### src/shared/bca_pkg.sv
// constants, opcodes and field layout for the byte core alu
// assumes one 50 mhz clock and an apb master on the register side
// How it works
// - 7-bit file address, dest bit picks acc/file
// - increment adds one, touches only zero flag
// - or acc with file, touches only zero
// - left shift: bit7 to carry, zero in
// - right shift: bit0 to carry, zero in
// - move copies file, sets zero flag
// - indirect load via chosen pointer into acc
// - mode 00 pre+,01 pre-,10 post+,11 post-
// - ea is ptr, ptr+1, ptr-1 or ptr+offset
// - pointer steps after load, relative keeps it
// - indirect registers access memory at pointer
// - pointers wrap modulo 65536
// - move finishes in one instruction cycle
// - pointer stepping leaves carry alone
package bca_pkg;
   // ****************************************
   // register map (byte addresses)
   // ****************************************
   localparam logic [11:0] BCA_OFF_INSTR = 12'h000; // write starts an op
   localparam logic [11:0] BCA_OFF_ACC = 12'h004; // working accumulator
   localparam logic [11:0] BCA_OFF_STATUS = 12'h008; // flags and busy
   localparam logic [11:0] BCA_OFF_PTR0 = 12'h00c; // pointer 0
   localparam logic [11:0] BCA_OFF_PTR1 = 12'h010; // pointer 1
   localparam logic [11:0] BCA_OFF_MEM = 12'h200; // file words, 4 bytes each
   localparam logic [11:0] BCA_MEM_MASK = 12'he00; // selects the file window
   // ****************************************
   // instruction word fields
   // ****************************************
   localparam int BCA_F_OP = 0; // 3-bit opcode
   localparam int BCA_F_DEST = 3; // destination bit
   localparam int BCA_F_ADDR = 4; // 7-bit file address
   localparam int BCA_F_PSEL = 11; // pointer index
   localparam int BCA_F_MODE = 12; // 2-bit pointer_update_mode
   localparam int BCA_F_REL = 14; // relative offset form
   localparam int BCA_F_OFS = 15; // 6-bit signed offset
   // status bits
   localparam int BCA_S_C = 0;
   localparam int BCA_S_Z = 1;
   localparam int BCA_S_BUSY = 2;
   // file addresses of the two indirect_access_register slots
   localparam logic [6:0] BCA_IND0 = 7'h00;
   localparam logic [6:0] BCA_IND1 = 7'h01;
   localparam logic [15:0] BCA_PTR_ONE = 16'h0001;
   localparam logic [7:0] BCA_BYTE_ONE = 8'h01;
   localparam logic [7:0] BCA_BYTE_ZERO = 8'h00;
   // ****************************************
   // types
   // ****************************************
   typedef enum logic [2:0] {
      BCA_OP_INC = 3'b000, // increment_register_op
      BCA_OP_IOR = 3'b001, // or_accumulator_with_register_op
      BCA_OP_LSL = 3'b010, // logical_shift_left_op
      BCA_OP_LSR = 3'b011, // logical_shift_right_op
      BCA_OP_MOV = 3'b100, // move_register_op
      BCA_OP_IND = 3'b101  // indirect_load_op
   } bca_op_e;
   typedef enum logic [1:0] {
      BCA_PRE_INC = 2'b00,
      BCA_PRE_DEC = 2'b01,
      BCA_POST_INC = 2'b10,
      BCA_POST_DEC = 2'b11
   } bca_mode_e;
   typedef enum logic [1:0] {
      BCA_ST_IDLE = 2'b00,
      BCA_ST_FETCH = 2'b01,
      BCA_ST_EXEC = 2'b10
   } bca_state_e;
endpackage

### src/shared/bca_mem_if.sv
// port group between the alu core and its file memory
// assumes both ends share the core clock
`timescale 1ns/1ps
interface bca_mem_if;
   logic [6:0] addr; // word address
   logic we; // write strobe
   logic [7:0] wdata; // write data
   logic [7:0] rdata; // registered read data
   modport core (output addr, output we, output wdata, input rdata);
   modport mem (input addr, input we, input wdata, output rdata);
endinterface

### src/bca_core.sv
// apb slave and execution datapath of the byte core alu
// assumes a standard apb master and the file memory beside it
//
// Register access over APB and the register offsets are this design's own decisions.
`timescale 1ns/1ps
module bca_core
   import bca_pkg::*;
(
   input wire logic pclk,
   input wire logic presetn,
   input wire logic psel,
   input wire logic penable,
   input wire logic pwrite,
   input wire logic [11:0] paddr,
   input wire logic [31:0] pwdata,
   output logic [31:0] prdata,
   output logic pready,
   output logic pslverr
);
   // ****************************************
   // functions
   // ****************************************
   // effective address of the indirect access
   function automatic logic [15:0] bca_ea(input logic [15:0] p, input logic [1:0] md,
                                          input logic rel, input logic [5:0] ofs);
      logic [15:0] r;
      r = p;
      if (rel) begin
         r = p + {{10{ofs[5]}}, ofs};
      end else if (md == BCA_PRE_INC) begin
         r = p + BCA_PTR_ONE;
      end else if (md == BCA_PRE_DEC) begin
         r = p - BCA_PTR_ONE;
      end
      return r;
   endfunction
   // pointer value after the access
   function automatic logic [15:0] bca_step(input logic [15:0] p, input logic [1:0] md,
                                            input logic rel);
      logic [15:0] r;
      r = p;
      if (!rel) begin
         r = md[0] ? p - BCA_PTR_ONE : p + BCA_PTR_ONE;
      end
      return r;
   endfunction
   // ****************************************
   // state
   // ****************************************
   bca_state_e state_q; // sequencer state
   logic [31:0] instr_q; // latched instruction word
   logic [7:0] acc_q; // working accumulator
   logic c_q; // carry flag
   logic z_q; // zero flag
   logic [15:0] ptr_q [2]; // the two indirect_pointer registers
   logic rd_ok_q; // file read data valid for this transfer
   bca_mem_if mif ();
   // decoded instruction fields
   bca_op_e op;
   logic dest;
   logic [6:0] faddr;
   logic psel_i;
   logic [1:0] mode;
   logic rel;
   logic [5:0] ofs;
   assign op = bca_op_e'(instr_q[BCA_F_OP +: 3]);
   assign dest = instr_q[BCA_F_DEST];
   assign faddr = instr_q[BCA_F_ADDR +: 7];
   assign psel_i = instr_q[BCA_F_PSEL];
   assign mode = instr_q[BCA_F_MODE +: 2];
   assign rel = instr_q[BCA_F_REL];
   assign ofs = instr_q[BCA_F_OFS +: 6];
   // ****************************************
   // bus decode
   // ****************************************
   logic idle;
   logic hit_mem;
   logic hit_reg;
   logic acc_phase;
   logic wr_go;
   assign idle = (state_q == BCA_ST_IDLE);
   assign hit_mem = ((paddr & BCA_MEM_MASK) == BCA_OFF_MEM);
   assign hit_reg = (paddr == BCA_OFF_INSTR) || (paddr == BCA_OFF_ACC) || (paddr == BCA_OFF_STATUS)
                    || (paddr == BCA_OFF_PTR0) || (paddr == BCA_OFF_PTR1);
   assign acc_phase = psel && penable;
   // stall every access while an op runs; file reads wait for their data
   assign pready = idle && (pwrite || !hit_mem || rd_ok_q);
   assign wr_go = acc_phase && pwrite && pready;
   assign pslverr = acc_phase && !(hit_mem || hit_reg);
   // ****************************************
   // datapath
   // ****************************************
   logic [15:0] ptr_cur; // selected pointer
   logic [15:0] ea; // effective address
   logic is_ind_reg; // file access aimed at an indirect slot
   logic [15:0] ind_ptr; // pointer for an indirect slot
   logic [7:0] src; // fetched operand
   logic [7:0] res; // 8-bit result
   logic res_c; // carry out of shifts
   logic legal; // op code is one we execute
   assign ptr_cur = ptr_q[psel_i];
   assign ea = bca_ea(ptr_cur, mode, rel, ofs);
   assign is_ind_reg = (faddr == BCA_IND0) || (faddr == BCA_IND1);
   assign ind_ptr = ptr_q[faddr == BCA_IND1];
   assign src = mif.rdata;
   // result of the current op
   always_comb begin
      res = src;
      res_c = c_q;
      legal = 1'b1;
      unique case (op)
         BCA_OP_INC: res = src + BCA_BYTE_ONE;
         BCA_OP_IOR: res = acc_q | src;
         BCA_OP_LSL: begin
            res = {src[6:0], 1'b0};
            res_c = src[7];
         end
         BCA_OP_LSR: begin
            res = {1'b0, src[7:1]};
            res_c = src[0];
         end
         BCA_OP_MOV: res = src;
         BCA_OP_IND: res = src;
         default: legal = 1'b0;
      endcase
   end
   // file memory address, write strobe and data
   always_comb begin
      mif.addr = paddr[8:2];
      mif.we = 1'b0;
      mif.wdata = pwdata[7:0];
      if (!idle) begin
         if (op == BCA_OP_IND) begin
            mif.addr = ea[6:0];
         end else if (is_ind_reg) begin
            mif.addr = ind_ptr[6:0];
         end else begin
            mif.addr = faddr;
         end
         mif.we = (state_q == BCA_ST_EXEC) && legal && dest && (op != BCA_OP_IND);
         mif.wdata = res;
      end else begin
         mif.we = wr_go && hit_mem;
      end
   end
   bca_file_mem u_mem (
      .pclk(pclk),
      .m(mif.mem)
   );
   // ****************************************
   // sequencer
   // ****************************************
   // one op: fetch operand, then execute and write back
   always_ff @(posedge pclk or negedge presetn) begin
      if (!presetn) begin
         state_q <= BCA_ST_IDLE;
      end else begin
         unique case (state_q)
            BCA_ST_IDLE: if (wr_go && paddr == BCA_OFF_INSTR) begin
               state_q <= BCA_ST_FETCH;
            end
            BCA_ST_FETCH: state_q <= BCA_ST_EXEC;
            BCA_ST_EXEC: state_q <= BCA_ST_IDLE;
            default: state_q <= BCA_ST_IDLE;
         endcase
      end
   end
   // instruction latch
   always_ff @(posedge pclk or negedge presetn) begin
      if (!presetn) begin
         instr_q <= '0;
      end else if (idle && wr_go && paddr == BCA_OFF_INSTR) begin
         instr_q <= pwdata;
      end
   end
   // accumulator: op result or software write
   always_ff @(posedge pclk or negedge presetn) begin
      if (!presetn) begin
         acc_q <= '0;
      end else if (state_q == BCA_ST_EXEC) begin
         if (legal && (!dest || op == BCA_OP_IND)) begin
            acc_q <= res;
         end
      end else if (wr_go && paddr == BCA_OFF_ACC) begin
         acc_q <= pwdata[7:0];
      end
   end
   // flags: zero on every legal op, carry on shifts only
   always_ff @(posedge pclk or negedge presetn) begin
      if (!presetn) begin
         c_q <= 1'b0;
         z_q <= 1'b0;
      end else if (state_q == BCA_ST_EXEC) begin
         if (legal) begin
            z_q <= (res == BCA_BYTE_ZERO);
         end
         c_q <= res_c;
      end else if (wr_go && paddr == BCA_OFF_STATUS) begin
         c_q <= pwdata[BCA_S_C];
         z_q <= pwdata[BCA_S_Z];
      end
   end
   // pointers: stepped by indirect load, else written by software
   always_ff @(posedge pclk or negedge presetn) begin
      if (!presetn) begin
         ptr_q[0] <= '0;
         ptr_q[1] <= '0;
      end else if (state_q == BCA_ST_EXEC) begin
         if (op == BCA_OP_IND) begin
            ptr_q[psel_i] <= bca_step(ptr_cur, mode, rel);
         end
      end else if (wr_go && paddr == BCA_OFF_PTR0) begin
         ptr_q[0] <= pwdata[15:0];
      end else if (wr_go && paddr == BCA_OFF_PTR1) begin
         ptr_q[1] <= pwdata[15:0];
      end
   end
   // file read data is valid one cycle after the address was presented
   always_ff @(posedge pclk or negedge presetn) begin
      if (!presetn) begin
         rd_ok_q <= 1'b0;
      end else begin
         rd_ok_q <= psel && !pwrite && hit_mem && idle && !(penable && pready);
      end
   end
   // read data mux
   always_comb begin
      prdata = '0;
      if (acc_phase && !pwrite) begin
         if (hit_mem) begin
            prdata = {24'h000000, mif.rdata};
         end else if (paddr == BCA_OFF_INSTR) begin
            prdata = instr_q;
         end else if (paddr == BCA_OFF_ACC) begin
            prdata = {24'h000000, acc_q};
         end else if (paddr == BCA_OFF_STATUS) begin
            prdata[BCA_S_C] = c_q;
            prdata[BCA_S_Z] = z_q;
            prdata[BCA_S_BUSY] = !idle;
         end else if (paddr == BCA_OFF_PTR0) begin
            prdata = {16'h0000, ptr_q[0]};
         end else if (paddr == BCA_OFF_PTR1) begin
            prdata = {16'h0000, ptr_q[1]};
         end
      end
   end
   // ****************************************
   // assertions
   // ****************************************
   logic exec;
   assign exec = (state_q == BCA_ST_EXEC);
endmodule

### src/bca_file_mem.sv
// 128 x 8 file memory with registered read
// assumes the core drives address and strobe on pclk
`timescale 1ns/1ps
module bca_file_mem (
   input wire logic pclk,
   bca_mem_if.mem m
);
   // storage, no reset on contents
   logic [7:0] mem_q [128];
   // write and registered read
   always_ff @(posedge pclk) begin
      if (m.we) begin
         mem_q[m.addr] <= m.wdata;
      end
      m.rdata <= mem_q[m.addr];
   end
endmodule

### config.mk
export PLATFORM = sky130hd
export DESIGN_NAME = bca_core
export DESIGN_NICKNAME = d
export VERILOG_FILES = /design/src/shared/bca_pkg.sv /design/src/shared/bca_mem_if.sv /design/src/bca_core.sv /design/src/bca_file_mem.sv
export SDC_FILE = /design/constraint.sdc
export NUM_CORES = 1
export LEC_CHECK = 0
export BUFFER_PORTS_ARGS = -buffer_cell sky130_fd_sc_hd__clkbuf_2
export CELL_PAD_IN_SITES_DETAIL_PLACEMENT = 0
export CELL_PAD_IN_SITES_GLOBAL_PLACEMENT = 2
export CORE_ASPECT_RATIO = 1.2
export CORE_MARGIN = 2
export CORE_UTILIZATION = 35
export DETAILED_ROUTE_END_ITERATION = 10
export GPL_TIMING_DRIVEN = 0
export MAX_ROUTING_LAYER = met4
export PLACE_DENSITY_LB_ADDON = 0.1
export SLEW_MARGIN = 5
export SYNTH_ARGS = -nofsm -noshare
export SYNTH_HDL_FRONTEND = slang
export SYNTH_SLANG_ARGS = --single-unit
### constraint.sdc
create_clock -name pclk -period 6.76 [get_ports pclk]
set_clock_uncertainty 0.2 [all_clocks]
set_input_delay 1.014 -clock pclk [delete_from_list [all_inputs] [get_ports pclk]]
set_output_delay 1.014 -clock pclk [all_outputs]
set_load 0.02 [all_outputs]
==> results of run 1 <==
-- cells in the mapped netlist (10+ instances only) --
cell type / n
a22oi_1: 66
mux2_2: 60
a311oi_1: 14
a31oi_1: 33
buf_1: 16
o22ai_1: 60
a221oi_1: 53
clkbuf_1: 118
nand2_1: 545
and3_1: 34
buf_6: 11
a211oi_1: 49
nand3_1: 114
nor4_1: 14
buf_4: 28
a222oi_1: 12
and2_1: 31
nand4_1: 19
a21oi_1: 266
dfrtp_1: 77
nor2_1: 261
buf_2: 68
a32oi_1: 20
nor3_1: 37
mux2i_1: 154
xnor2_1: 10
inv_1: 14
edfxtp_1: 1024
o21ai_0: 143
o221ai_1: 10
-- per-layer routing --
metal / GRT usage, % / routed length, um / vias to the layer above
met5: - / 0 / -
met4: 24.76 / 19680 / 0
met3: 6.180 / 18620 / 612
met2: 57.13 / 114000 / 1969
met1: 40.33 / 87130 / 18230
li1: - / - / 14240
-- cell type report --
type / instances / area share [%]
diodes: 12 / 0.05396
plain buffers: 239 / 2.446
clock buffers: 149 / 5.647
clock inverters: 70 / 1.012
inverters: 16 / 0.1079
multi-input cells: 2190 / 24.58
flip-flops and latches: 1109 / 59.00
well taps: 1788 / 4.020
repair buffers: 184 / 3.134
-- power groups by stage --
| stage | clock network [mW] | registers [mW] | logic (mW) |
|---|---|---|---|
| 2_1_floorplan | 0 | 7.68 | 0.463 |
| 3_3_place_gp | 0 | 7.72 | 1.12 |
| 3_5_place_dp | 0 | 7.67 | 1.19 |
| 4_1_cts | 6.46 | 7.53 | 1.21 |
| 5_1_grt | 6.71 | 7.52 | 1.25 |
| 6_report | 6.44 | 7.53 | 1.25 |
-- cell families after synthesis --
logic type / synth area share, %
adders and majority gates: 0.2821
muxes: 5.045
AOI/OAI and AO/OA: 11.38
DFF: 69.83
buffers and inverters: 2.632
and+or+nand+nor: 10.55
xor gates and xnor gates: 0.2794
-- registers in the layout, indices dropped and copies added (netlist names) --
| name | count |
|---|---|
| u_mem.mem_q | 1024 |
| instr_q | 32 |
| ptr_q | 32 |
| acc_q | 8 |
| u_mem.m.rdata | 8 |
| state_q | 2 |
| c_q | 1 |
| rd_ok_q | 1 |
| z_q | 1 |
-- stage by stage --
step	hold slack (ns)	total power, mW	setup TNS, ns	cell area [um^2]	setup WS (ns)
after global routing	0.1325	15.48	-3.462	55640	-0.1238
after detailed placement	0.2563	8.855	-1045.11	50670	-1.931
after CTS	0.08371	15.20	-0.07557	55560	-0.06024
after global placement	0.2493	8.844	-6339.38	49660	-5.689
final	0.09543	15.22	-6.136	55650	-0.2421
after floorplan	0.2374	8.138	0	47020	0.7990
-- layout by cell type, fill, tap and decap left out, types with 17 or more instances in the layout --
| cell | instances |
|---|---|
| nand2_1 | 537 |
| buf_12 | 27 |
| mux2i_1 | 154 |
| clkinv_1 | 34 |
| clkbuf_2 | 103 |
| buf_2 | 53 |
| nor2_1 | 153 |
| dfrtp_1 | 77 |
| clkbuf_1 | 102 |
| clkinv_2 | 17 |
| a21oi_1 | 258 |
| nand4_1 | 19 |
| a211oi_1 | 44 |
| a221oi_1 | 53 |
| o22ai_1 | 59 |
| nor2_2 | 79 |
| a22oi_1 | 64 |
| buf_4 | 106 |
| edfxtp_1 | 1024 |
| a32oi_1 | 20 |
| clkbuf_4 | 22 |
| and2_1 | 31 |
| mux2_2 | 60 |
| clkbuf_16 | 121 |
| nor3_1 | 37 |
| a31oi_1 | 32 |
| and3_1 | 34 |
| nor2_4 | 32 |
| nand3_1 | 114 |
| o21ai_0 | 140 |
-- worst paths after layout --
path | from | endpoint | slack, ns | cells after the start
min reg2reg | instr_q[28] | instr_q[28] | 0.27 | 2
max in group asynchronous | presetn | acc_q[5] | 5.54 | 2
min in group pclk | pwdata[28] | instr_q[28] | 0.24 | 3
min | presetn | instr_q[21] | 0.1 | 1
max reg2reg | instr_q[11] | u_mem.m.rdata[2] | -0.24 | 16
max | instr_q[11] | u_mem.m.rdata[2] | -0.24 | 16
-- worst register-to-register path: stages (launching register included) --
cell      delay (ns)
dfrtp_1         0.47
buf_6           0.17
buf_6           0.16
mux2i_2         0.33
inv_1           0.11
ha_1            0.23
fa_1            0.45
xor2_1          0.29
a211oi_1        0.18
and3_4          0.29
nor4_4          0.53
clkbuf_1        0.92
nand2_1         1.03
o22ai_1         0.46
o31a_1          0.40
a21oi_1         0.22
nand4_1         0.39
-- timing repair --
| item | in CTS | in global routing |
|---|---|---|
| gates cloned | 0 | 0 |
| pin swaps | 47 | 0 |
| buffers inserted | 62 | 0 |
| gates resized for setup | 221 | 30 |
| endpoints found under the setup margin | 992 | 120 |
==> flow_summary.toml, run 1 <==
[power]
vdd_drop_max_uv = 195.8
power_density_nw_per_um2 = 273.4
clock_power_share_pct = 42.3
pwr-share-seq_pct = 49.5
leakagePower_nw = 18.89
p_comb_share_pct = 8.2
swShare_pct = 25.58
switching_power_mw = 3.893
power.internal_mw = 11.32

[yosys]
seq_area_frac_synth_pct = 69.83
synth.distinct_cells = 103
synthesis.area_um2 = 47020
synth_cells = 3556
synth_warnings = 0
synth_top_area_cell = "edfxtp_1"
synth_nets = 3615
synth_edf_count = 1024
async_flop_share_pct = 6.943
syn_avg_cell_area_um2 = 13.22
synth_seq_cells = 1109
ys.flop_type = "edfxtp_1"
synth_top_area_share_pct = 65.39
yosys-top-cells-area = "edfxtp_1 65%, nand2_1 4.4%, dfrtp_1 4.1%"

[clocking]
cts_tree = "built"
clk_latency_ns = 0.78
ctsHoldBuffers = 0
clk_pin_slew_ns = 0.06
cts.sinks = 1109
cts_htree_levels = 3
root_buffer = "clkbuf_16"
clock_path_buffers = 3
cts_inserted_buffers = 119

[setup_path]
crit_slowest_cell = "nand2_1"
worstPathCellList = "buf_6, buf_6, mux2i_2, inv_1, ha_1, fa_1, xor2_1, a211oi_1, and3_4, nor4_4, clkbuf_1, nand2_1, o22ai_1, o31a_1, a21oi_1, nand4_1"
required_ns = 7.17
path_class = "flip-flop to flip-flop"
critical-path-top-delay-family = "simple AND/OR/NAND/NOR gates"
critPathMaxStageDelay_ns = 1.02
crit_path_end_kind = "flip-flop"
crit_top_cell = "buf_6"
cp_data_arrival_time_ns = 7.41
cp-start-kind = "flip-flop"
crit_fanout = 11
worst-path-buf-inv = 4

[timing]
rsz0062_at_grt = "true"
fmax_ghz = 0.1428
setup_slack_ns = -0.2421
timing_hold_violations_final = 0
slew_headroom_pct = 1.113
fin_crit_sh_pct = 103.6
slew_violations = 0
worstMarginPinSlew_ns = 1.483
finalSetupViolations = 66
layout_min_cycle_time_ns = 7.002

[grt]
overflow = 0
grt_pass1_vias = 33430
antenna_found_initial = 19
grt_util_all_layers_pct = 35.45
grt_max_degree = 41
grt_pass1_wl_mm = 314.0

[die]
io_pins = 83
start_util_pct = 35.21
coreArea_um2 = 133500
fp.dieW_um = 338.6
die_area_um2 = 137300
die_y_um = 405.5
rows = 147

[routing]
vias = 35050
wl_per_cell_um = 41.59
antenna_left = 0
routed_wl_mm = 239.4
drt_first_pass_iters = 6
drt-initial-drc-count = 5084
drc = 0
via_per_inst = 6.089

[worst_hold_path]
hold_path.class = "input pin to async pin"

[place]
dp_cells = 5466
io_buffers = 80
dp_hpwl_mm = 167.6
finalWeightedCongestion = 1.003

[final_layout]
fillers = 12660
final_cells = 5757
multi_input_area_um2 = 13680
nNetsFinal = 3918
seq_area_um2 = 32840
final_core_util_pct = 41.68
syn2layout_area_growth_pct = 18.35
drive_gt1_share_pct = 18.93

[outcome]
status = "complete, but fails checks"
violations = "setup timing"

[flow_run]
maxCapViolCount = 0
Power figures use the tool's default switching activity.
==> inputs of run 2 (changes only) <==
CAP_MARGIN = 10   (was unset)
SYNTH_HIERARCHICAL = 1   (was unset)
TNS_END_PERCENT = 10   (was unset)
==> flow_summary.toml, run 2 <==
[power]
p_comb_share_pct = 8.8
power.internal_mw = 11.69
power_density_nw_per_um2 = 278.9
switching_power_mw = 3.976
pwr-share-seq_pct = 48.0
clock_power_share_pct = 43.2
leakagePower_nw = 18.37
finalPower_mw = 15.66
vdd_drop_max_uv = 223.4
swShare_pct = 25.38

[clocking]
ctsHoldBuffers = 0
clk_pin_slew_ns = 0.06
cts_inserted_buffers = 119
clk_latency_ns = 0.76
root_buffer = "clkbuf_16"
cts_htree_levels = 3
cts_tree = "built"
cts.sinks = 1109
clock_path_buffers = 3

[setup_path]
path_class = "flip-flop to flip-flop"
critPathMaxStageDelay_ns = 0.67
crit_fanout = 19
r2r-start = "instr_q[11]"
critical-path-top-delay-family = "buffers and inverters"
reg2reg_depth = 20
required_ns = 7.07
r2r_setup_slack_ns = 0.06
cp_data_arrival_time_ns = 7.01
worst-path-buf-inv = 8
crit_slowest_cell = "buf_2"
cp-start-kind = "flip-flop"
worstPathCellList = "buf_2, clkbuf_4, buf_6, mux2i_4, inv_1, ha_1, fa_1, nand2_1, o211ai_1, o311ai_0, o21ai_0, buf_6, buf_6, buf_2, buf_2, nor2_1, a221oi_1, o22ai_1, a221oi_2, nand4b_1"
crit_path_end_kind = "flip-flop"
reg2reg_to = "u_mem/m.rdata[7]"

[routing]
antenna_left = 0
drt-initial-drc-count = 5546
via_per_inst = 6.546
routed_wl_mm = 247.7
drt_first_pass_iters = 6
vias = 35460
drc = 0
wl_per_cell_um = 45.73

[timing]
finalSetupViolations = 0
slew_violations = 0
rsz0062_at_grt = "false"
layout_min_cycle_time_ns = 6.696
worstMarginPinSlew_ns = 1.340
fmax_ghz = 0.1493
slew_headroom_pct = 10.67
fin_crit_sh_pct = 99.06
timing_hold_violations_final = 0

[yosys]
seq_area_frac_synth_pct = 70.21
ys.flop_type = "edfxtp_1"
synthesis.area_um2 = 46770
synth.distinct_cells = 91
yosys-top-cells-area = "edfxtp_1 66%, a221oi_1 4.2%, dfrtp_1 4.1%"
synth_top_area_share_pct = 65.75
synth_seq_cells = 1109
synth_warnings = 6
syn_avg_cell_area_um2 = 14.41
synth_edf_count = 1024
async_flop_share_pct = 6.943
synth_top_area_cell = "edfxtp_1"
yosysMostFrequentCell = "edfxtp_1"
synth_nets = 3304
synth_cells = 3245
ys_top_cells_by_count = "1024 x edfxtp_1, 311 x nor2_1, 222 x a221oi_1"

[grt]
met2_usage_pct = 57.94
grt_pass1_vias = 33600
use_met3_pct = 7.146
busiest_layer = "met2"
grtUsageMet1_pct = 44.36
antenna_found_initial = 24
grt_util_all_layers_pct = 37.06
grt_max_degree = 50
grt_pass1_wl_mm = 321.6
overflow = 0

[die]
fp.dieW_um = 337.7
die_area_um2 = 136600
die_y_um = 404.4
coreArea_um2 = 132300
rows = 146
start_util_pct = 35.36
io_pins = 83

[final_layout]
final_cells = 5418
final_common_cell = "edfxtp_1"
nNetsFinal = 3587
final_core_util_pct = 42.47
drive_gt1_share_pct = 23.62
final_cell_mix = "1024 x edfxtp_1, 215 x a221oi_1, 200 x nor2_1"
largest_register_ffs = 1024
seq_area_um2 = 32840
fillers = 12310
multi_input_area_um2 = 13660
regMostFlops = "u_mem/mem_q"
reg_top3 = "u_mem/mem_q: 1024 flops, instr_q: 32 flops, ptr_q: 32 flops"
syn2layout_area_growth_pct = 20.11

[place]
dp_cells = 5148
dp_hpwl_mm = 170.4
io_buffers = 80
finalWeightedCongestion = 1.014

[flow_run]
maxCapViolCount = 0

[outcome]
status = "complete, no violations"

[worst_hold_path]
hold_path.class = "input pin to async pin"
-- run 2: worst max path at each step --
stage	start	end	slack (ns)	cells after the start
after floorplan	instr_q[0]	u_mem/mem_q[0][5]	-0.96	6
after global placement	instr_q[0]	u_mem/mem_q[34][0]	-9.89	6
after detailed placement	instr_q[11]	u_mem/mem_q[29][3]	-2.59	22
after CTS	instr_q[11]	u_mem/mem_q[90][1]	-0.06	19
after global routing	instr_q[11]	u_mem/mem_q[80][2]	0.03	19
final	instr_q[11]	u_mem/m.rdata[7]	0.06	20
-- run 2: timing repair --
action | 4_1_cts | 5_1_grt
pin swaps | 37 | 6
buffers inserted | 38 | 0
resized for setup | 350 | 51
setup endpoints to repair | 1032 | 759
-- run 2: cell type report --
| class | count | area share (%) |
|---|---|---|
| Multi-Input combinational cell | 1860 | 24.32 |
| Antenna cell | 10 | 0.04455 |
| Buffer | 254 | 3.027 |
| Clock inverter | 82 | 1.512 |
| Sequential cell | 1109 | 58.46 |
| Clock buffer | 143 | 5.575 |
| Timing Repair Buffer | 165 | 2.978 |
| Inverter | 19 | 0.1270 |
| Tap cell | 1776 | 3.956 |
-- run 2: through the flow --
stage	hold slack, ns	cell area, um^2	setup TNS [ns]	worst slack, ns
floorplan	0.2598	46770	-334.00	-0.9563
global placement	0.2823	49390	-8239.88	-9.885
detailed placement	0.2873	50450	-1752.98	-2.594
CTS	0.01421	56020	-0.4422	-0.05969
global route	0.04924	56150	0	0.03197
finish	0.02706	56170	0	0.06362
-- run 2: kinds of logic (layout without fill, tap and decap cells) --
family	Yosys count	in the layout	synth area share, %
simple gates	697	697	6.817
other cells	0	10	0
xor+xnor	14	14	0.2916
mux	207	207	5.016
fa+ha+maj	10	10	0.2836
flops	1109	1109	70.21
compound gates	932	932	14.43
buf+inv	276	663	2.943
-- run 2: routing by layer --
layer  vias to the layer above  part of all wire, %
met5                         -                    0
met4                         0                  7.3
met3                       658                  9.5
met2                      2540                   47
met1                     18660                   37
li1                      13610                    -
-- run 2: power by group through the flow --
stage               logic [mW]  clock network [mW]  registers [mW]
finish                    1.38                6.77            7.52
global route              1.35                7.09            7.51
CTS                       1.31                6.83            7.51
detailed placement        1.27                   0            7.66
global placement          1.20                   0            7.73
floorplan                0.496                   0            7.68
